**config.mk**
```make
export PLATFORM = sky130hd
export DESIGN_NAME = hsps_host
export DESIGN_NICKNAME = d
export VERILOG_FILES = /design/src/rtl/hsps_pkg.sv /design/src/rtl/hsps_sync.sv /design/src/rtl/hsps_tick.sv /design/src/rtl/hsps_host.sv
export SDC_FILE = /design/constraint.sdc
export NUM_CORES = 1
export LEC_CHECK = 0
export BUFFER_PORTS_ARGS = -buffer_cell sky130_fd_sc_hd__buf_2
export CAP_MARGIN = 20
export CORE_MARGIN = 4
export CORE_UTILIZATION = 35
export DETAILED_ROUTE_END_ITERATION = 12
export PLACE_DENSITY = 0.56
export REMOVE_ABC_BUFFERS = 1
export SLEW_MARGIN = 0
export SYNTH_ARGS = -nofsm -noshare
export SYNTH_HDL_FRONTEND = slang
export SYNTH_SLANG_ARGS = --single-unit
```
**constraint.sdc**
```tcl
create_clock -name CLOCK_I -period 13.3 [get_ports CLOCK_I]
set_clock_uncertainty 0.05 [all_clocks]
set_input_delay 0 -clock CLOCK_I [delete_from_list [all_inputs] [get_ports CLOCK_I]]
set_output_delay 0 -clock CLOCK_I [all_outputs]
set_load 0.005 [all_outputs]
```
**src/rtl/hsps_pkg.sv**
```systemverilog
package hsps_pkg;
  localparam int WB_AW      = 8;
  localparam int DIV_W      = 8;
  localparam int CLK_HZ     = 50_000_000;
  localparam int SPI_MAX_HZ = 2_500_000;
  localparam int I2C_MAX_HZ = 400_000;
  // Least half and quarter periods round up, so neither link runs above its limit
  localparam logic [DIV_W-1:0] SPI_HALF_CYC =
    DIV_W'((CLK_HZ + 2 * SPI_MAX_HZ - 1) / (2 * SPI_MAX_HZ));
  localparam logic [DIV_W-1:0] I2C_QTR_CYC =
    DIV_W'((CLK_HZ + 4 * I2C_MAX_HZ - 1) / (4 * I2C_MAX_HZ));

  localparam logic [WB_AW-1:0] REG_CTRL   = 8'h00;
  localparam logic [WB_AW-1:0] REG_ADDR   = 8'h04;
  localparam logic [WB_AW-1:0] REG_WDATA  = 8'h08;
  localparam logic [WB_AW-1:0] REG_RDATA  = 8'h0c;
  localparam logic [WB_AW-1:0] REG_STATUS = 8'h10;

  localparam int CTRL_OP_LSB  = 0;
  localparam int CTRL_LEN_LSB = 2;
  localparam int STAT_BUSY    = 0;
  localparam int STAT_SPI     = 1;
  localparam int STAT_NACK    = 2;
  localparam int STAT_LOCKED  = 3;

  localparam logic [1:0] OP_NONE   = 2'h0;
  localparam logic [1:0] OP_WRITE  = 2'h1;
  localparam logic [1:0] OP_READ   = 2'h2;
  localparam logic [1:0] OP_SELECT = 2'h3;

  localparam logic [7:0]  I2C_WR_BYTE     = 8'h70;
  localparam logic [7:0]  I2C_RD_BYTE     = 8'h71;
  localparam logic [6:0]  SPI_CMD_UPPER   = 7'h00;
  localparam logic [15:0] SPI_SELECT_ADDR = 16'hebff;
  localparam logic [15:0] LOCK_ADDR       = 16'hec01;
  localparam int          LOCK_BIT        = 1;
  localparam logic [1:0]  SELECT_FRAMES   = 2'h3;
  localparam logic [5:0]  SPI_HDR_BITS    = 6'h18;
  localparam logic [3:0]  I2C_HDR_BYTES   = 4'h3;

  typedef enum logic [2:0] {
    ST_IDLE, ST_I2C_START, ST_I2C_BIT, ST_I2C_STOP,
    ST_SPI_LO, ST_SPI_HI, ST_SPI_GAP, ST_DONE
  } hsps_state_t;

  typedef struct packed {
    hsps_state_t st;
    logic [1:0]  q;
    logic [5:0]  bits;
    logic [3:0]  idx;
    logic [1:0]  frames;
    logic [1:0]  op;
    logic [2:0]  len;
    logic [15:0] addr;
    logic [31:0] wdata;
    logic [31:0] rdata;
    logic [55:0] tx;
    logic [7:0]  shb;
    logic        port_spi;
    logic        locked;
    logic        nack;
    logic        sck_o;
    logic        sck_oe;
    logic        sdo_o;
    logic        sdo_oe;
    logic        ss_n;
    logic        ack;
    logic [31:0] dat;
  } hsps_host_t;

  localparam hsps_host_t HOST_RESET = '{
    st: ST_IDLE, q: 2'h0, bits: 6'h00, idx: 4'h0, frames: 2'h0, op: OP_NONE,
    len: 3'h1, addr: 16'h0000, wdata: 32'h0, rdata: 32'h0, tx: 56'h0, shb: 8'h00,
    port_spi: 1'b0, locked: 1'b0, nack: 1'b0, sck_o: 1'b0, sck_oe: 1'b0,
    sdo_o: 1'b0, sdo_oe: 1'b0, ss_n: 1'b1, ack: 1'b0, dat: 32'h0};
endpackage : hsps_pkg

```
**src/rtl/hsps_sync.sv**
```systemverilog
module hsps_sync #(
  parameter int W = 3
) (
  input  wire logic         clk_i,
  input  wire logic         rst_i,
  input  wire logic [W-1:0] d_i,
  output logic      [W-1:0] q_o
);
  import hsps_pkg::*;

  typedef struct packed {
    logic [W-1:0] s1;
    logic [W-1:0] s2;
  } hsps_sync_t;

  hsps_sync_t r;
  hsps_sync_t n;

  always_comb begin
    n.s1 = d_i;
    n.s2 = r.s1;
  end

  always_ff @(posedge clk_i or posedge rst_i) begin
    if (rst_i) begin
      r <= '0;
    end else begin
      r <= n;
    end
  end

  assign q_o = r.s2;
endmodule : hsps_sync

```
**src/rtl/hsps_tick.sv**
```systemverilog
module hsps_tick (
  input  wire logic                      clk_i,
  input  wire logic                      rst_i,
  input  wire logic [hsps_pkg::DIV_W-1:0] lim_i,
  output logic                           tick_o
);
  import hsps_pkg::*;

  typedef struct packed {
    logic [DIV_W-1:0] cnt;
    logic             tick;
  } hsps_tick_t;

  hsps_tick_t r;
  hsps_tick_t n;

  always_comb begin
    n = r;
    n.tick = 1'b0;
    if (r.cnt >= lim_i - 8'h01) begin
      n.cnt  = '0;
      n.tick = 1'b1;
    end else begin
      n.cnt = r.cnt + 8'h01;
    end
  end

  always_ff @(posedge clk_i or posedge rst_i) begin
    if (rst_i) begin
      r <= '0;
    end else begin
      r <= n;
    end
  end

  assign tick_o = r.tick;
endmodule : hsps_tick

```
**src/rtl/hsps_host.sv**
```systemverilog
// How it works
// RULE1: Device keeps capture port off after reset.
// RULE2: Select pin high keeps two-wire port.
// RULE3: Three select falls switch device to SPI.
// RULE4: Select falls made by three dummy writes.
// RULE5: Set lock bit to pin two-wire port.
// RULE6: Any lock register write pins SPI port.
// RULE7: Two-wire clock at most 400 kHz.
// RULE8: Two-wire pins only pulled low, never driven.
// RULE9: Write: start, 0x70, address, value, stop.
// RULE10: Device acknowledges every written byte.
// RULE11: Address and value sent MSB first.
// RULE12: Read first loads pointer with 0x70.
// RULE13: Repeated start, 0x71, master acknowledges bytes.
// RULE14: Last read byte not acknowledged, then stop.
// RULE15: Device is SPI slave on four pins.
// RULE16: Host changes MOSI on falling SCLK.
// RULE17: Host samples MISO on rising SCLK; the code samples it at the end of the high half, just before the fall.
// RULE18: SPI clock at most 2.5 MHz.
// RULE19: Device floats MISO when not sending.
// RULE20: Select held low for whole frame.
// RULE21: Command byte bit 0 gives read/write.
// RULE22: Write value follows address without gap.
// RULE23: Read value follows last address bit.
// RULE24: Device ignores foreign two-wire addresses.
// RULE25: Pointer kept across repeated start.
module hsps_host (
  input  wire logic                       CLOCK_I,
  input  wire logic                       RST_I,
  input  wire logic [hsps_pkg::WB_AW-1:0] ADR_I,
  input  wire logic [31:0]                DAT_I,
  input  wire logic                       WE_I,
  input  wire logic [3:0]                 SEL_I,
  input  wire logic                       CYC_I,
  input  wire logic                       STB_I,
  output logic      [31:0]                DAT_O,
  output logic                            ACK_O,
  input  wire logic                       SCL_SCLK_I,
  output logic                            SCL_SCLK_O,
  output logic                            SCL_SCLK_OE_O,
  input  wire logic                       SDA_MOSI_I,
  output logic                            SDA_MOSI_O,
  output logic                            SDA_MOSI_OE_O,
  input  wire logic                       MISO_I,
  output logic                            PORT_SELECT_PIN_O
);
  import hsps_pkg::*;

  hsps_host_t       r;
  hsps_host_t       n;
  logic [2:0]       pins_s;
  logic             scl_s;
  logic             sda_s;
  logic             miso_s;
  logic             tick;
  logic [DIV_W-1:0] lim;
  logic             wb_hit;
  logic             is_rd;
  logic             spi_st;
  logic [5:0]       spi_total;
  logic [3:0]       i2c_total;
  logic             i2c_rx;
  logic             i2c_last;
  logic [31:0]      status;
  logic [1:0]       ss_falls_q;

  function automatic logic [31:0] merge(input logic [31:0] old, input logic [31:0] nw,
                                        input logic [3:0] sel);
    merge = old;
    for (int b = 0; b < 4; b++) begin
      if (sel[b]) begin
        merge[8*b +: 8] = nw[8*b +: 8];
      end
    end
  endfunction : merge

  function automatic logic [2:0] len_of(input logic [1:0] code);
    len_of = (code == 2'h0) ? 3'h1 : (code == 2'h1) ? 3'h2 : 3'h4;
  endfunction : len_of

  // Command, address and value in one shift word, so no clock is lost
  function automatic logic [55:0] spi_frame(input logic rd, input logic [15:0] a,
                                            input logic [31:0] d, input logic [2:0] len);
    logic [5:0]  sh;
    logic [31:0] al;
    sh = {3'h4 - len, 3'h0};
    al = d << sh;
    spi_frame = {SPI_CMD_UPPER, rd, a, al}; // RULE21 RULE22
  endfunction : spi_frame

  function automatic logic [7:0] byte_at(input logic [3:0] idx, input logic rd,
                                         input logic [15:0] a, input logic [31:0] d,
                                         input logic [2:0] len);
    logic [2:0] k;
    logic [5:0] sh;
    k  = 3'(idx - I2C_HDR_BYTES);
    sh = {len - 3'h1 - k, 3'h0};
    if (idx == 4'h0) begin
      byte_at = I2C_WR_BYTE; // RULE9
    end else if (idx == 4'h1) begin
      byte_at = a[15:8]; // RULE11
    end else if (idx == 4'h2) begin
      byte_at = a[7:0];
    end else if (rd) begin
      byte_at = I2C_RD_BYTE; // RULE13
    end else begin
      byte_at = 8'(d >> sh);
    end
  endfunction : byte_at

  hsps_sync #(
    .W (3)
  ) u_sync (
    .clk_i (CLOCK_I),
    .rst_i (RST_I),
    .d_i   ({SCL_SCLK_I, SDA_MOSI_I, MISO_I}),
    .q_o   (pins_s)
  );

  assign scl_s  = pins_s[2];
  assign sda_s  = pins_s[1];
  assign miso_s = pins_s[0];

  assign spi_st = (r.st == ST_SPI_LO) || (r.st == ST_SPI_HI) || (r.st == ST_SPI_GAP);
  assign lim    = spi_st ? SPI_HALF_CYC : I2C_QTR_CYC; // RULE7 RULE18

  hsps_tick u_tick (
    .clk_i  (CLOCK_I),
    .rst_i  (RST_I),
    .lim_i  (lim),
    .tick_o (tick)
  );

  assign wb_hit    = CYC_I && STB_I && !r.ack;
  assign is_rd     = (r.op == OP_READ);
  assign spi_total = SPI_HDR_BITS + {r.len, 3'h0};
  assign i2c_total = I2C_HDR_BYTES + {1'b0, r.len} + {3'h0, is_rd};
  assign i2c_rx    = is_rd && (r.idx > I2C_HDR_BYTES);
  assign i2c_last  = (r.idx == i2c_total - 4'h1);

  always_comb begin
    status              = '0;
    status[STAT_BUSY]   = (r.st != ST_IDLE);
    status[STAT_SPI]    = r.port_spi;
    status[STAT_NACK]   = r.nack;
    status[STAT_LOCKED] = r.locked;
  end

  always_comb begin
    n     = r;
    n.ack = wb_hit;
    if (wb_hit && !WE_I) begin
      case (ADR_I)
        REG_CTRL:   n.dat = {28'h0, r.len == 3'h4, r.len == 3'h2, r.op};
        REG_ADDR:   n.dat = {16'h0, r.addr};
        REG_WDATA:  n.dat = r.wdata;
        REG_RDATA:  n.dat = r.rdata;
        REG_STATUS: n.dat = status;
        default:    n.dat = 32'h0;
      endcase
    end
    if (wb_hit && WE_I && r.st == ST_IDLE) begin
      if (ADR_I == REG_ADDR) begin
        n.addr = 16'(merge({16'h0, r.addr}, DAT_I, SEL_I));
      end
      if (ADR_I == REG_WDATA) begin
        n.wdata = merge(r.wdata, DAT_I, SEL_I);
      end
      // A select after a two-wire lock would be ignored by the device anyway
      if (ADR_I == REG_CTRL && SEL_I[0] && DAT_I[CTRL_OP_LSB +: 2] != OP_NONE
          && !(DAT_I[CTRL_OP_LSB +: 2] == OP_SELECT && r.locked)) begin
        n.op     = DAT_I[CTRL_OP_LSB +: 2];
        n.len    = len_of(DAT_I[CTRL_LEN_LSB +: 2]);
        n.nack   = 1'b0;
        n.rdata  = 32'h0;
        n.frames = 2'h1;
        if (n.op == OP_SELECT) begin
          n.addr   = SPI_SELECT_ADDR; // RULE4
          n.len    = 3'h1;
          n.wdata  = 32'h0;
          n.frames = SELECT_FRAMES; // RULE3
        end
        if (n.op == OP_SELECT || r.port_spi) begin
          n.tx     = spi_frame(n.op == OP_READ, n.addr, n.wdata, n.len); // RULE15
          n.bits   = 6'h00;
          n.ss_n   = 1'b0; // RULE20
          n.sck_o  = 1'b1;
          n.sck_oe = 1'b1;
          n.sdo_oe = 1'b1;
          n.st     = ST_SPI_LO;
        end else begin
          n.idx = 4'h0;
          n.q   = 2'h0;
          n.st  = ST_I2C_START;
        end
      end
    end

    unique case (r.st)
      ST_IDLE: begin
      end
      ST_I2C_START: begin
        if (tick) begin
          n.q = r.q + 2'h1;
          unique case (r.q)
            2'h0: n.sck_oe = 1'b1;
            2'h1: n.sdo_oe = 1'b0;
            2'h2: n.sck_oe = 1'b0;
            2'h3: begin
              if (!scl_s) begin
                n.q = r.q;
              end else begin
                n.sdo_oe = 1'b1; // RULE13
                n.shb    = byte_at(r.idx, is_rd, r.addr, r.wdata, r.len);
                n.bits   = 6'h00;
                n.st     = ST_I2C_BIT;
              end
            end
          endcase
        end
      end
      ST_I2C_BIT: begin
        if (tick) begin
          n.q = r.q + 2'h1;
          unique case (r.q)
            2'h0: n.sck_oe = 1'b1; // RULE8
            2'h1: begin
              if (r.bits < 6'h08) begin
                n.sdo_oe = !i2c_rx && !r.shb[7]; // RULE11
              end else begin
                n.sdo_oe = i2c_rx && !i2c_last; // RULE13 RULE14
              end
            end
            2'h2: n.sck_oe = 1'b0;
            2'h3: begin
              if (!scl_s) begin
                n.q = r.q;
              end else if (r.bits < 6'h08) begin
                n.shb  = {r.shb[6:0], sda_s};
                n.bits = r.bits + 6'h01;
              end else begin
                if (i2c_rx) begin
                  n.rdata = {r.rdata[23:0], r.shb};
                end
                if (!i2c_rx && sda_s) begin
                  n.nack = 1'b1; // RULE10 RULE24
                  n.st   = ST_I2C_STOP;
                end else if (i2c_last) begin
                  n.st = ST_I2C_STOP;
                end else if (is_rd && r.idx == 4'h2) begin
                  // No stop here, the pointer must survive
                  n.idx = r.idx + 4'h1; // RULE25 RULE12
                  n.st  = ST_I2C_START;
                end else begin
                  n.idx  = r.idx + 4'h1;
                  n.shb  = byte_at(r.idx + 4'h1, is_rd, r.addr, r.wdata, r.len);
                  n.bits = 6'h00;
                end
              end
            end
          endcase
        end
      end
      ST_I2C_STOP: begin
        if (tick) begin
          n.q = r.q + 2'h1;
          unique case (r.q)
            2'h0: n.sck_oe = 1'b1;
            2'h1: n.sdo_oe = 1'b1;
            2'h2: n.sck_oe = 1'b0;
            2'h3: begin
              if (!scl_s) begin
                n.q = r.q;
              end else begin
                n.sdo_oe = 1'b0; // RULE14
                n.st     = ST_DONE;
              end
            end
          endcase
        end
      end
      ST_SPI_LO: begin
        if (tick) begin
          // Sampled at the end of the high half, just before the fall
          if (is_rd && r.bits > SPI_HDR_BITS) begin
            n.rdata = {r.rdata[30:0], miso_s}; // RULE17 RULE23
          end
          if (r.bits == spi_total) begin
            n.ss_n  = 1'b1;
            n.sck_o = 1'b1;
            n.st    = ST_SPI_GAP;
          end else begin
            n.sck_o = 1'b0;
            n.sdo_o = r.tx[55]; // RULE16
            n.tx    = r.tx << 1;
            n.st    = ST_SPI_HI;
          end
        end
      end
      ST_SPI_HI: begin
        if (tick) begin
          n.sck_o = 1'b1;
          n.bits  = r.bits + 6'h01;
          n.st    = ST_SPI_LO;
        end
      end
      ST_SPI_GAP: begin
        if (tick) begin
          if (r.frames > 2'h1) begin
            n.frames = r.frames - 2'h1;
            n.tx     = spi_frame(1'b0, r.addr, r.wdata, r.len); // RULE4
            n.bits   = 6'h00;
            n.ss_n   = 1'b0;
            n.st     = ST_SPI_LO;
          end else begin
            n.st = ST_DONE;
          end
        end
      end
      ST_DONE: begin
        if (r.op == OP_SELECT) begin
          n.port_spi = 1'b1; // RULE3
        end
        if (r.op == OP_WRITE && r.addr == LOCK_ADDR && !r.nack
            && (r.port_spi || r.wdata[LOCK_BIT])) begin
          n.locked = 1'b1; // RULE5 RULE6
        end
        n.st = ST_IDLE;
      end
    endcase
  end

  always_ff @(posedge CLOCK_I or posedge RST_I) begin
    if (RST_I) begin
      r <= HOST_RESET;
    end else begin
      r <= n;
    end
  end

  // Select-pin falls seen by the device, for checking only
  always_ff @(posedge CLOCK_I or posedge RST_I) begin
    if (RST_I) begin
      ss_falls_q <= 2'h0;
    end else if (r.ss_n && !n.ss_n) begin
      ss_falls_q <= (r.st == ST_IDLE) ? 2'h1 : ss_falls_q + 2'h1;
    end else if (r.st == ST_IDLE) begin
      ss_falls_q <= 2'h0;
    end
  end

  // In two-wire use the lines only pull low, released they float high; SPI and select frames drive them both ways
  assign SCL_SCLK_O        = r.sck_o; // RULE8
  assign SCL_SCLK_OE_O     = r.sck_oe;
  assign SDA_MOSI_O        = r.sdo_o;
  assign SDA_MOSI_OE_O     = r.sdo_oe;
  assign PORT_SELECT_PIN_O = r.ss_n; // RULE2
  assign DAT_O             = r.dat;
  assign ACK_O             = r.ack;
endmodule : hsps_host

```
==> results by group, run 1 <==
Outcome
  • Status: finished, final reports clean

GRT
  • All-Layer GR Usage: 0.240
  • Pin count of the biggest net entering global routing: 94
  • Grt ovf: 0
  • Met2 usage in global routing: 0.373
  • Initial antenna violation count: 0
  • Vias in the first global route: ~12000
  • M3 GR Usage: 0.0414
  • Met1 usage: 0.336
  • GR peak layer: met2
  • Global-route wire length before repair: around 79000 um

Yosys
  • Dominant synthesized flop cell: dfrtp_1
  • Post-synth top area cell: dfrtp_1
  • Count of cell types in the netlist: 88
  • Post-synth EDFFs: 0
  • Seq/Total Area, Yosys: 0.404
  • Area share of the largest cell type after synthesis: 0.400
  • Mean post-synth cell area: 9.55 sq um
  • Ys Warns: 0
  • Register bit total from synthesis: approximately 220
  • Synthesized area: 0.0138 sq mm
  • Synth area leaders: dfrtp_1 40%, mux2i_1 4.9%, nand2_1 3.7%
  • Ys async rst share: 1.00
  • Mapped Cells: 1441

Power
  • Gate power share: 0.241
  • Pwr Density: ~140 mW/mm^2
  • P_sw: between 0.8 and 0.9 mW
  • Leak pwr: 7.09 nW
  • Switching share of power: 0.362
  • Worst VDD drop: 149 uV
  • Register share of total power: 0.412
  • Tot Pwr: 2.26 mW
  • Internal power: 1.45 mW
  • Clock share of power: 0.346

Route
  • Vias per cell: 6.19
  • Antenna Violating Nets Remaining: 0
  • Drc violations: 0
  • Via count: 12500
  • Routed wire length: 51700 um
  • TritonRoute pass-1 iters: 8
  • Wirelength per Cell: about 26 um
  • DR iter-0 viols: 1508

CTS
  • Post-CTS setup buffer count: 0
  • CTS Buffer Depth: 3
  • CTS Root Cell: clkbuf_16
  • Clock Pin Slew Worst Setup and Hold Paths: 0.06 ns
  • Worst-Skew Late Latency: 0.58 ns
  • # clock sinks: 222
  • TritonCTS clock tree: yes
  • CTS H-tree depth: 1
  • Num CTS Buffers: 27
  • Post-CTS Resized: 0

STA
  • Setup tns final: 0 ns
  • RSZ-0062 raised after global routing: false
  • Tcrit/Tclk final: 0.357
  • Fin. max-slew vios: 0
  • Max transition margin: 0.198
  • Max Fclk: 211 MHz
  • Worst-margin pin slew: 1.20 ns
  • Final min period: 4.75 ns
  • Final setup fails: 0
  • Hold Vio Cnt, Final: 0
  • Final worst setup slack: 8.55 ns

Worst setup path
  • R2R Path Start: r[185]
  • Worst r2r path cells: 11
  • CP max FO: 36
  • Crit end category: flop
  • Crit path to: r[43]
  • R2R Path End: r[43]
  • Crit path arrival time: 5.19 ns
  • Crit path from: r[185]
  • WP data required: 13.74 ns
  • Flop-to-flop setup slack: approximately 8.5 ns
  • Crit start category: flop
  • CP Class: flop to flop

Placed design
  • Port bufs: 89
  • Post-DP HPWL: between 30000 and 40000 um
  • GP Congestion: 0.975
  • Placed insts: between 1500 and 2000
  • Pre-CTS WS: 8.66 ns
  • DP Area: 0.0143 sq mm

Layout
  • Finished Layout Cells: 2021
  • Nets@finish: ~1600
  • Reg area: 0.00556 sq mm
  • Fin area: 0.0157 sq mm
  • FILL cells: 3887
  • Area Overhead vs Synth: 13.9%
  • Commonest non-fill, non-tap cell in the layout: dfrtp_1
  • Ratio of cells with drive above 1 in the final layout: 0.148
  • Multi-input gate area: 0.00731 sq mm
  • Most frequent cells in the layout: 220 x dfrtp_1, 136 x nand2_1, 102 x nor2_1, 89 x buf_2, 88 x a21oi_1
  • N_diodes: 0

Worst hold path
  • Worst hold path type: input pin to flop

Floorplanning
  • # IOs: 90
  • Core region area: 0.0387 sq mm
  • Initial Util: 0.355
  • Die H: 206 um
  • Die span in x: 206 um
  • Std-Cell Rows: between 70 and 80
  • Area of the die: 0.0426 sq mm

Flow run
  • Maxcap violations: 0
[area by class of cell]
class                   instances  area share
clock buffers                  35      0.0489
clock inverters                14      0.0110
inverters                      59      0.0146
multi-input cells            1025       0.467
flip-flops and latches        222       0.355
well taps                     518      0.0414
repair buffers                148      0.0629
[registers in the layout, indices dropped and copies added, names as in the netlist]
name	cells
r	169
DAT_O	32
u_tick.r	8
u_sync.n	3
u_sync.q_o	3
ACK_O	1
PORT_SELECT_PIN_O	1
SCL_SCLK_O	1
SCL_SCLK_OE_O	1
SDA_MOSI_O	1
SDA_MOSI_OE_O	1
u_tick.tick_o	1
[power groups by stage]
| stage | Sequential [mW] | Clock, mW | Combinational [mW] |
|---|---|---|---|
| final | 0.934 | 0.785 | 0.546 |
| after global routing | 0.938 | 0.829 | 0.594 |
| after CTS | 0.927 | 0.795 | 0.537 |
| after detailed placement | 0.938 | 0 | 0.525 |
| after global placement | 0.941 | 0 | 0.521 |
| after floorplan | 0.866 | 0 | 0.349 |
[layer usage]
metal / routed length, um / share of wire / vias up
li1: - / - / 5530
met3: 4060 / 0.078 / 139
met2: 23200 / 0.45 / 631
met4: 2200 / 0.043 / 0
met5: 0 / 0 / -
met1: 22200 / 0.43 / 6220
[logic make-up after synthesis]
kind of cell | Yosys count | synth area share
AOI/OAI and AO/OA | 489 | 0.261
and+or+nand+nor | 388 | 0.141
DFF | 222 | 0.404
buffers and inverters | 195 | 0.0674
muxes | 99 | 0.0879
adders and majority gates | 29 | 0.0264
xor gates and xnor gates | 18 | 0.0125
other | 1 | 0.000272
[worst min path at each step]
stage,startpoint,to,slack (ns),cells after the start
finish,SCL_SCLK_I,u_sync.n[2],0.04,2
global route,MISO_I,u_sync.n[0],0.03,2
CTS,SCL_SCLK_I,u_sync.n[2],0.02,2
detailed placement,SDA_MOSI_I,u_sync.n[1],0.06,1
global placement,SDA_MOSI_I,u_sync.n[1],0.06,1
floorplan,MISO_I,u_sync.n[0],-0.02,0
[worst max-delay path, stage by stage (launching register included)]
cell and delay, ns:
dfstp_2 0.94, inv_1 0.30, ha_1 1.04, inv_1 0.21, ha_1 0.34, ha_1 0.19
xnor3_1 0.23, xor2_1 0.34, o2111ai_1 0.30, nand2b_1 0.24, a221oi_1 0.32, o31a_1 0.17
[through the flow]
step | util | hold slack (ns)
final | 0.405 | 0.0406
after global routing | 0.405 | 0.0304
after CTS | 0.405 | 0.0213
after detailed placement | 0.370 | 0.0602
after global placement | 0.370 | 0.0622
after floorplan | - | -0.0186
[cells in the mapped netlist (all sizes together), types with 5 or more instances]
master  count
nor2      106
nand4       8
nor3       20
xor2        6
inv        57
o31ai       5
nor2b      15
a222oi     37
o22a       25
mux4       16
a22o       36
or3         8
and3        7
nand2     137
a21o       10
ha         29
nand2b     15
buf        66
a211oi     25
nand3      31
dfrtp     220
a22oi      35
and2        7
o221ai     21
or2         6
clkbuf     70
a221o      33
nor4        9
a21oi      88
mux2       15
xnor2      11
mux2i      68
a31oi       9
a221oi     11
o21ai      94
o22ai      15
[what timing repair did]
action	CTS	global route
setup endpoints to repair	0	0
hold buffers	39	0
hold endpoints to repair	158	0
Note: power is estimated with default switching activity, not from simulation.
==> inputs of run 2 (changes only) <==
--- a/config.mk
+++ b/config.mk
@@ -5,12 +5,13 @@
 export SDC_FILE = /design/constraint.sdc
 export NUM_CORES = 1
 export LEC_CHECK = 0
+export ABC_AREA = 1
 export BUFFER_PORTS_ARGS = -buffer_cell sky130_fd_sc_hd__buf_2
 export CAP_MARGIN = 20
 export CORE_MARGIN = 4
 export CORE_UTILIZATION = 35
 export DETAILED_ROUTE_END_ITERATION = 12
-export PLACE_DENSITY = 0.56
+export PLACE_DENSITY = 0.58
 export REMOVE_ABC_BUFFERS = 1
 export SLEW_MARGIN = 0
 export SYNTH_ARGS = -nofsm -noshare
==> constraint.sdc (replaced) <==
create_clock -name CLOCK_I -period 4.1 [get_ports CLOCK_I]
set_clock_uncertainty 0.05 [all_clocks]
set_input_delay 0 -clock CLOCK_I [delete_from_list [all_inputs] [get_ports CLOCK_I]]
set_output_delay 0 -clock CLOCK_I [all_outputs]
set_load 0.005 [all_outputs]
==> run 2 against run 1 <==
Net effect: first-iteration DRC count grew 34%; worst setup slack lost 7.8 ns; worst hold slack lost 0.020 ns; critical endpoint is now r[41].
==> results by group, run 2 <==
Yosys
  • Seq/Total Area, Yosys: 0.372 (-0.0321)
  • Synth area leaders: dfrtp_1 37%, nand2_1 14%, o21ai_0 8.0%
  • Dominant synthesized flop cell: dfrtp_1
  • Post-synth top area cell: dfrtp_1
  • Count of cell types in the netlist: 58 (-34%)
  • Post-synth EDFFs: 0 (unchanged)
  • Mapped Cells: 2137 (+48%)
  • Count leader, synth: nand2_1
  • Ys async rst share: 1.00 (unchanged)
  • Ys Warns: 0 (unchanged)
  • Area share of the largest cell type after synthesis: 0.368 (-0.0318)
  • Synthesized area: 0.0150 sq mm (+8.6%)
  • Mean post-synth cell area: 7.00 sq um (-27%)
  • Top cells by count, synth: 556 x nand2_1, 240 x o21ai_0, 225 x inv_1, 220 x dfrtp_1, 146 x nand3_1
  • Register bit total from synthesis: 222 (unchanged)

GRT
  • Pin count of the biggest net entering global routing: 129 (+37%)
  • Global-route wire length before repair: 92500 um (+18%)
  • GR peak layer: met2
  • Grt ovf: 0 (unchanged)
  • All-Layer GR Usage: 0.256 (+0.0164)
  • Vias in the first global route: 14900 (+22%)
  • M3 GR Usage: 0.0473 (+0.00590)
  • Initial antenna violation count: 0 (unchanged)
  • Met1 usage: 0.365 (+0.0288)
  • Met2 usage in global routing: 0.395 (+0.0218)

Placed design
  • Pre-CTS WS: 0.862 ns (-7.80 ns)
  • Placed insts: 2660 (+38%)
  • GP Congestion: 1.06 (+9.0%)
  • Port bufs: 89 (unchanged)
  • Post-DP HPWL: 45800 um (+23%)

STA
  • Fin. max-slew vios: 0 (unchanged)
  • Tcrit/Tclk final: 0.813 (+0.456)
  • Worst-margin pin slew: 1.01 ns (-0.185 ns)
  • Final min period: 3.33 ns (-1.42 ns)
  • Max Fclk: 300 MHz (+43%)
  • Hold Vio Cnt, Final: 0 (unchanged)
  • RSZ-0062 raised after global routing: false
  • Final setup fails: 0 (unchanged)
  • Hold_ws: 0.0205 ns (-0.0202 ns)
  • Max transition margin: 0.323 (+0.125)
  • Final worst setup slack: 0.768 ns (-7.78 ns)

Route
  • DR iter-0 viols: 2027 (+34%)
  • Via count: 15700 (+26%)
  • Routed wire length: 61600 um (+19%)
  • Drc violations: 0 (unchanged)
  • TritonRoute pass-1 iters: 6 (-2)
  • Antenna Violating Nets Remaining: 0 (unchanged)
  • Vias per cell: 5.67 (-8.4%)
  • Wirelength per Cell: 22.2 um (-13%)

Worst setup path
  • Critical path's slowest cell: dfstp_2
  • WP data required: 4.53 ns (-9.21 ns)
  • CP Class: flop to flop
  • R2R Path End: r[41]
  • Cell family with most CP delay: adder cells
  • CP Buf/Inv Count: 4 (+2)
  • CP max FO: 20 (-44%)
  • Slowest cell delay on critical path: 0.54 ns (-0.50 ns)
  • R2R Path Start: r[185]
  • Worst r2r path cells: 15 (+4)
  • Crit path arrival time: 3.76 ns (-1.43 ns)
  • Flop-to-flop setup slack: 0.77 ns (-7.78 ns)
  • Crit end category: flop
  • Crit start category: flop
  • Critical Path, Cell by Cell: inv_2 > ha_1 > clkinv_1 > buf_4 > ha_1 > ha_1 > inv_1 > a21oi_1 > o21ai_0 > nand2_1 > o21ai_0 > nand2_1 > a21oi_1 > nor2_1 > a21oi_1

Layout
  • N_diodes: 0 (unchanged)
  • Nets@finish: 2294 (+47%)
  • Most frequent cells in the layout: 556 x nand2_1, 240 x o21ai_0, 224 x inv_1, 220 x dfrtp_1, 146 x nand3_1
  • Finished Layout Cells: 2772 (+37%)
  • Max reg flops: 169 (unchanged)
  • Ratio of cells with drive above 1 in the final layout: 0.0994 (-0.0490)
  • Area Overhead vs Synth: 14.9%
  • Reg with most FFs: r
  • Commonest non-fill, non-tap cell in the layout: nand2_1

CTS
  • CTS Root Cell: clkbuf_16
  • Num CTS Buffers: 28 (+3.7%)
  • Post-CTS Resized: 0 (unchanged)
  • # hold bufs at CTS: 62 (+59%)
  • CTS Buffer Depth: 3 (unchanged)
  • Worst-Skew Late Latency: 0.57 ns (about the same)
  • CTS H-tree depth: 1 (unchanged)
  • Clock Pin Slew Worst Setup and Hold Paths: 0.06 ns (about the same)
  • # clock sinks: 222 (unchanged)
  • Post-CTS setup buffer count: 0 (unchanged)
  • TritonCTS clock tree: yes

Floorplanning
  • Die span in x: 215 um (+4.1%)
  • # IOs: 90 (unchanged)
  • Std-Cell Rows: 75 (+4.2%)
  • Area of the die: 0.0461 sq mm (+8.3%)
  • Initial Util: 0.355 (-0.000434)
  • Core region area: 0.0421 sq mm (+8.8%)
  • Die H: 215 um (+4.1%)

Worst hold path
  • Worst hold path type: input pin to flop
  • Hold Path Depth: 6 (+4)
  • Hold endpoint: r[158]
  • Hold Crit Start: SEL_I[2]

Power
  • Worst VDD drop: 351 uV (+140%)
  • Leak pwr: 8.34 nW (+18%)
  • Pwr Density: 563 mW/mm^2 (+290%)

Flow run
  • Maxcap violations: 0 (unchanged)

Outcome
  • Status: finished, final reports clean
run 2: changes by cell type in the layout (fill, tap and decap cells not counted), sizes merged, moves of 33 or more:
cell / previous run / this run
a21oi: 88 / 130
mux2i: 68 / 0
a22oi: 35 / 2
nand2: 137 / 568
o21ai: 94 / 251
o22ai: 15 / 70
a222oi: 37 / 0
inv: 58 / 241
nor2: 106 / 155
a22o: 36 / 2
nand3: 31 / 152
a221o: 33 / 0
run 2: cell type report:
| class | instances | area, sq um |
|---|---|---|
| clock buffers | 41 | 851 |
| clock inverters | 9 | 124 |
| inverters | 245 | 927 |
| repair buffers | 175 | 1260 |
| well taps | 539 | 674 |
| multi-input cells | 1541 | 7780 |
| fillers | 4385 | 25000 |
| flip-flops and latches | 222 | 5560 |
run 2: worst max path at each step:
stage	start	to	slack (ns)	depth (start not counted)
after CTS	r[185]	r[41]	0.84	15
after global placement	r[185]	r[41]	0.88	15
after detailed placement	r[185]	r[73]	0.86	16
after global routing	r[185]	r[43]	0.53	16
after floorplan	RST_I	ACK_O	-2.02	1
final	r[185]	r[41]	0.77	15
run 2: per-stage QoR:
step,util,area (sq um),power (mW),setup TNS [ns]
floorplan,-,14300,5.43,-446.00
global placement,0.370,15600,6.84,0
detailed placement,0.370,15600,6.85,0
CTS,0.408,17200,9.58,0
global route,0.408,17200,10.2,0
finish,0.408,17200,9.67,0
run 2: per-layer routing:
layer	up-vias	routed length (um)
li1	7264	-
met1	7470	26400
met2	869	27000
met3	124	5870
met4	0	2350
met5	-	0
run 2: cells by family (layout without fill, tap and decap cells):
logic type | count (synthesis) | after routing | share of synthesized area
simple gates | 940 | 940 | 0.273
compound gates | 556 | 556 | 0.213
buf+inv | 375 | 470 | 0.108
flops | 222 | 222 | 0.372
fa+ha+maj | 29 | 29 | 0.0243
xor+xnor | 14 | 14 | 0.00870
other cells | 1 | 2 | 0.000251
run 2: report_power, final:
| part | leakage (nW) | total, mW | switching, mW | internal (mW) |
|---|---|---|---|---|
| sequential | 2.80 | 3.28 | 0.552 | 2.72 |
| combinational | 5.05 | 3.76 | 2.64 | 1.11 |
| clock | 0.486 | 2.64 | 1.03 | 1.61 |
run 2: worst min-delay path, delay by kind of cell:
kind	cells	cell delay, ns
and+or+nand+nor	3	0.29
buffers and inverters	2	0.20
AOI/OAI and AO/OA	1	0.10
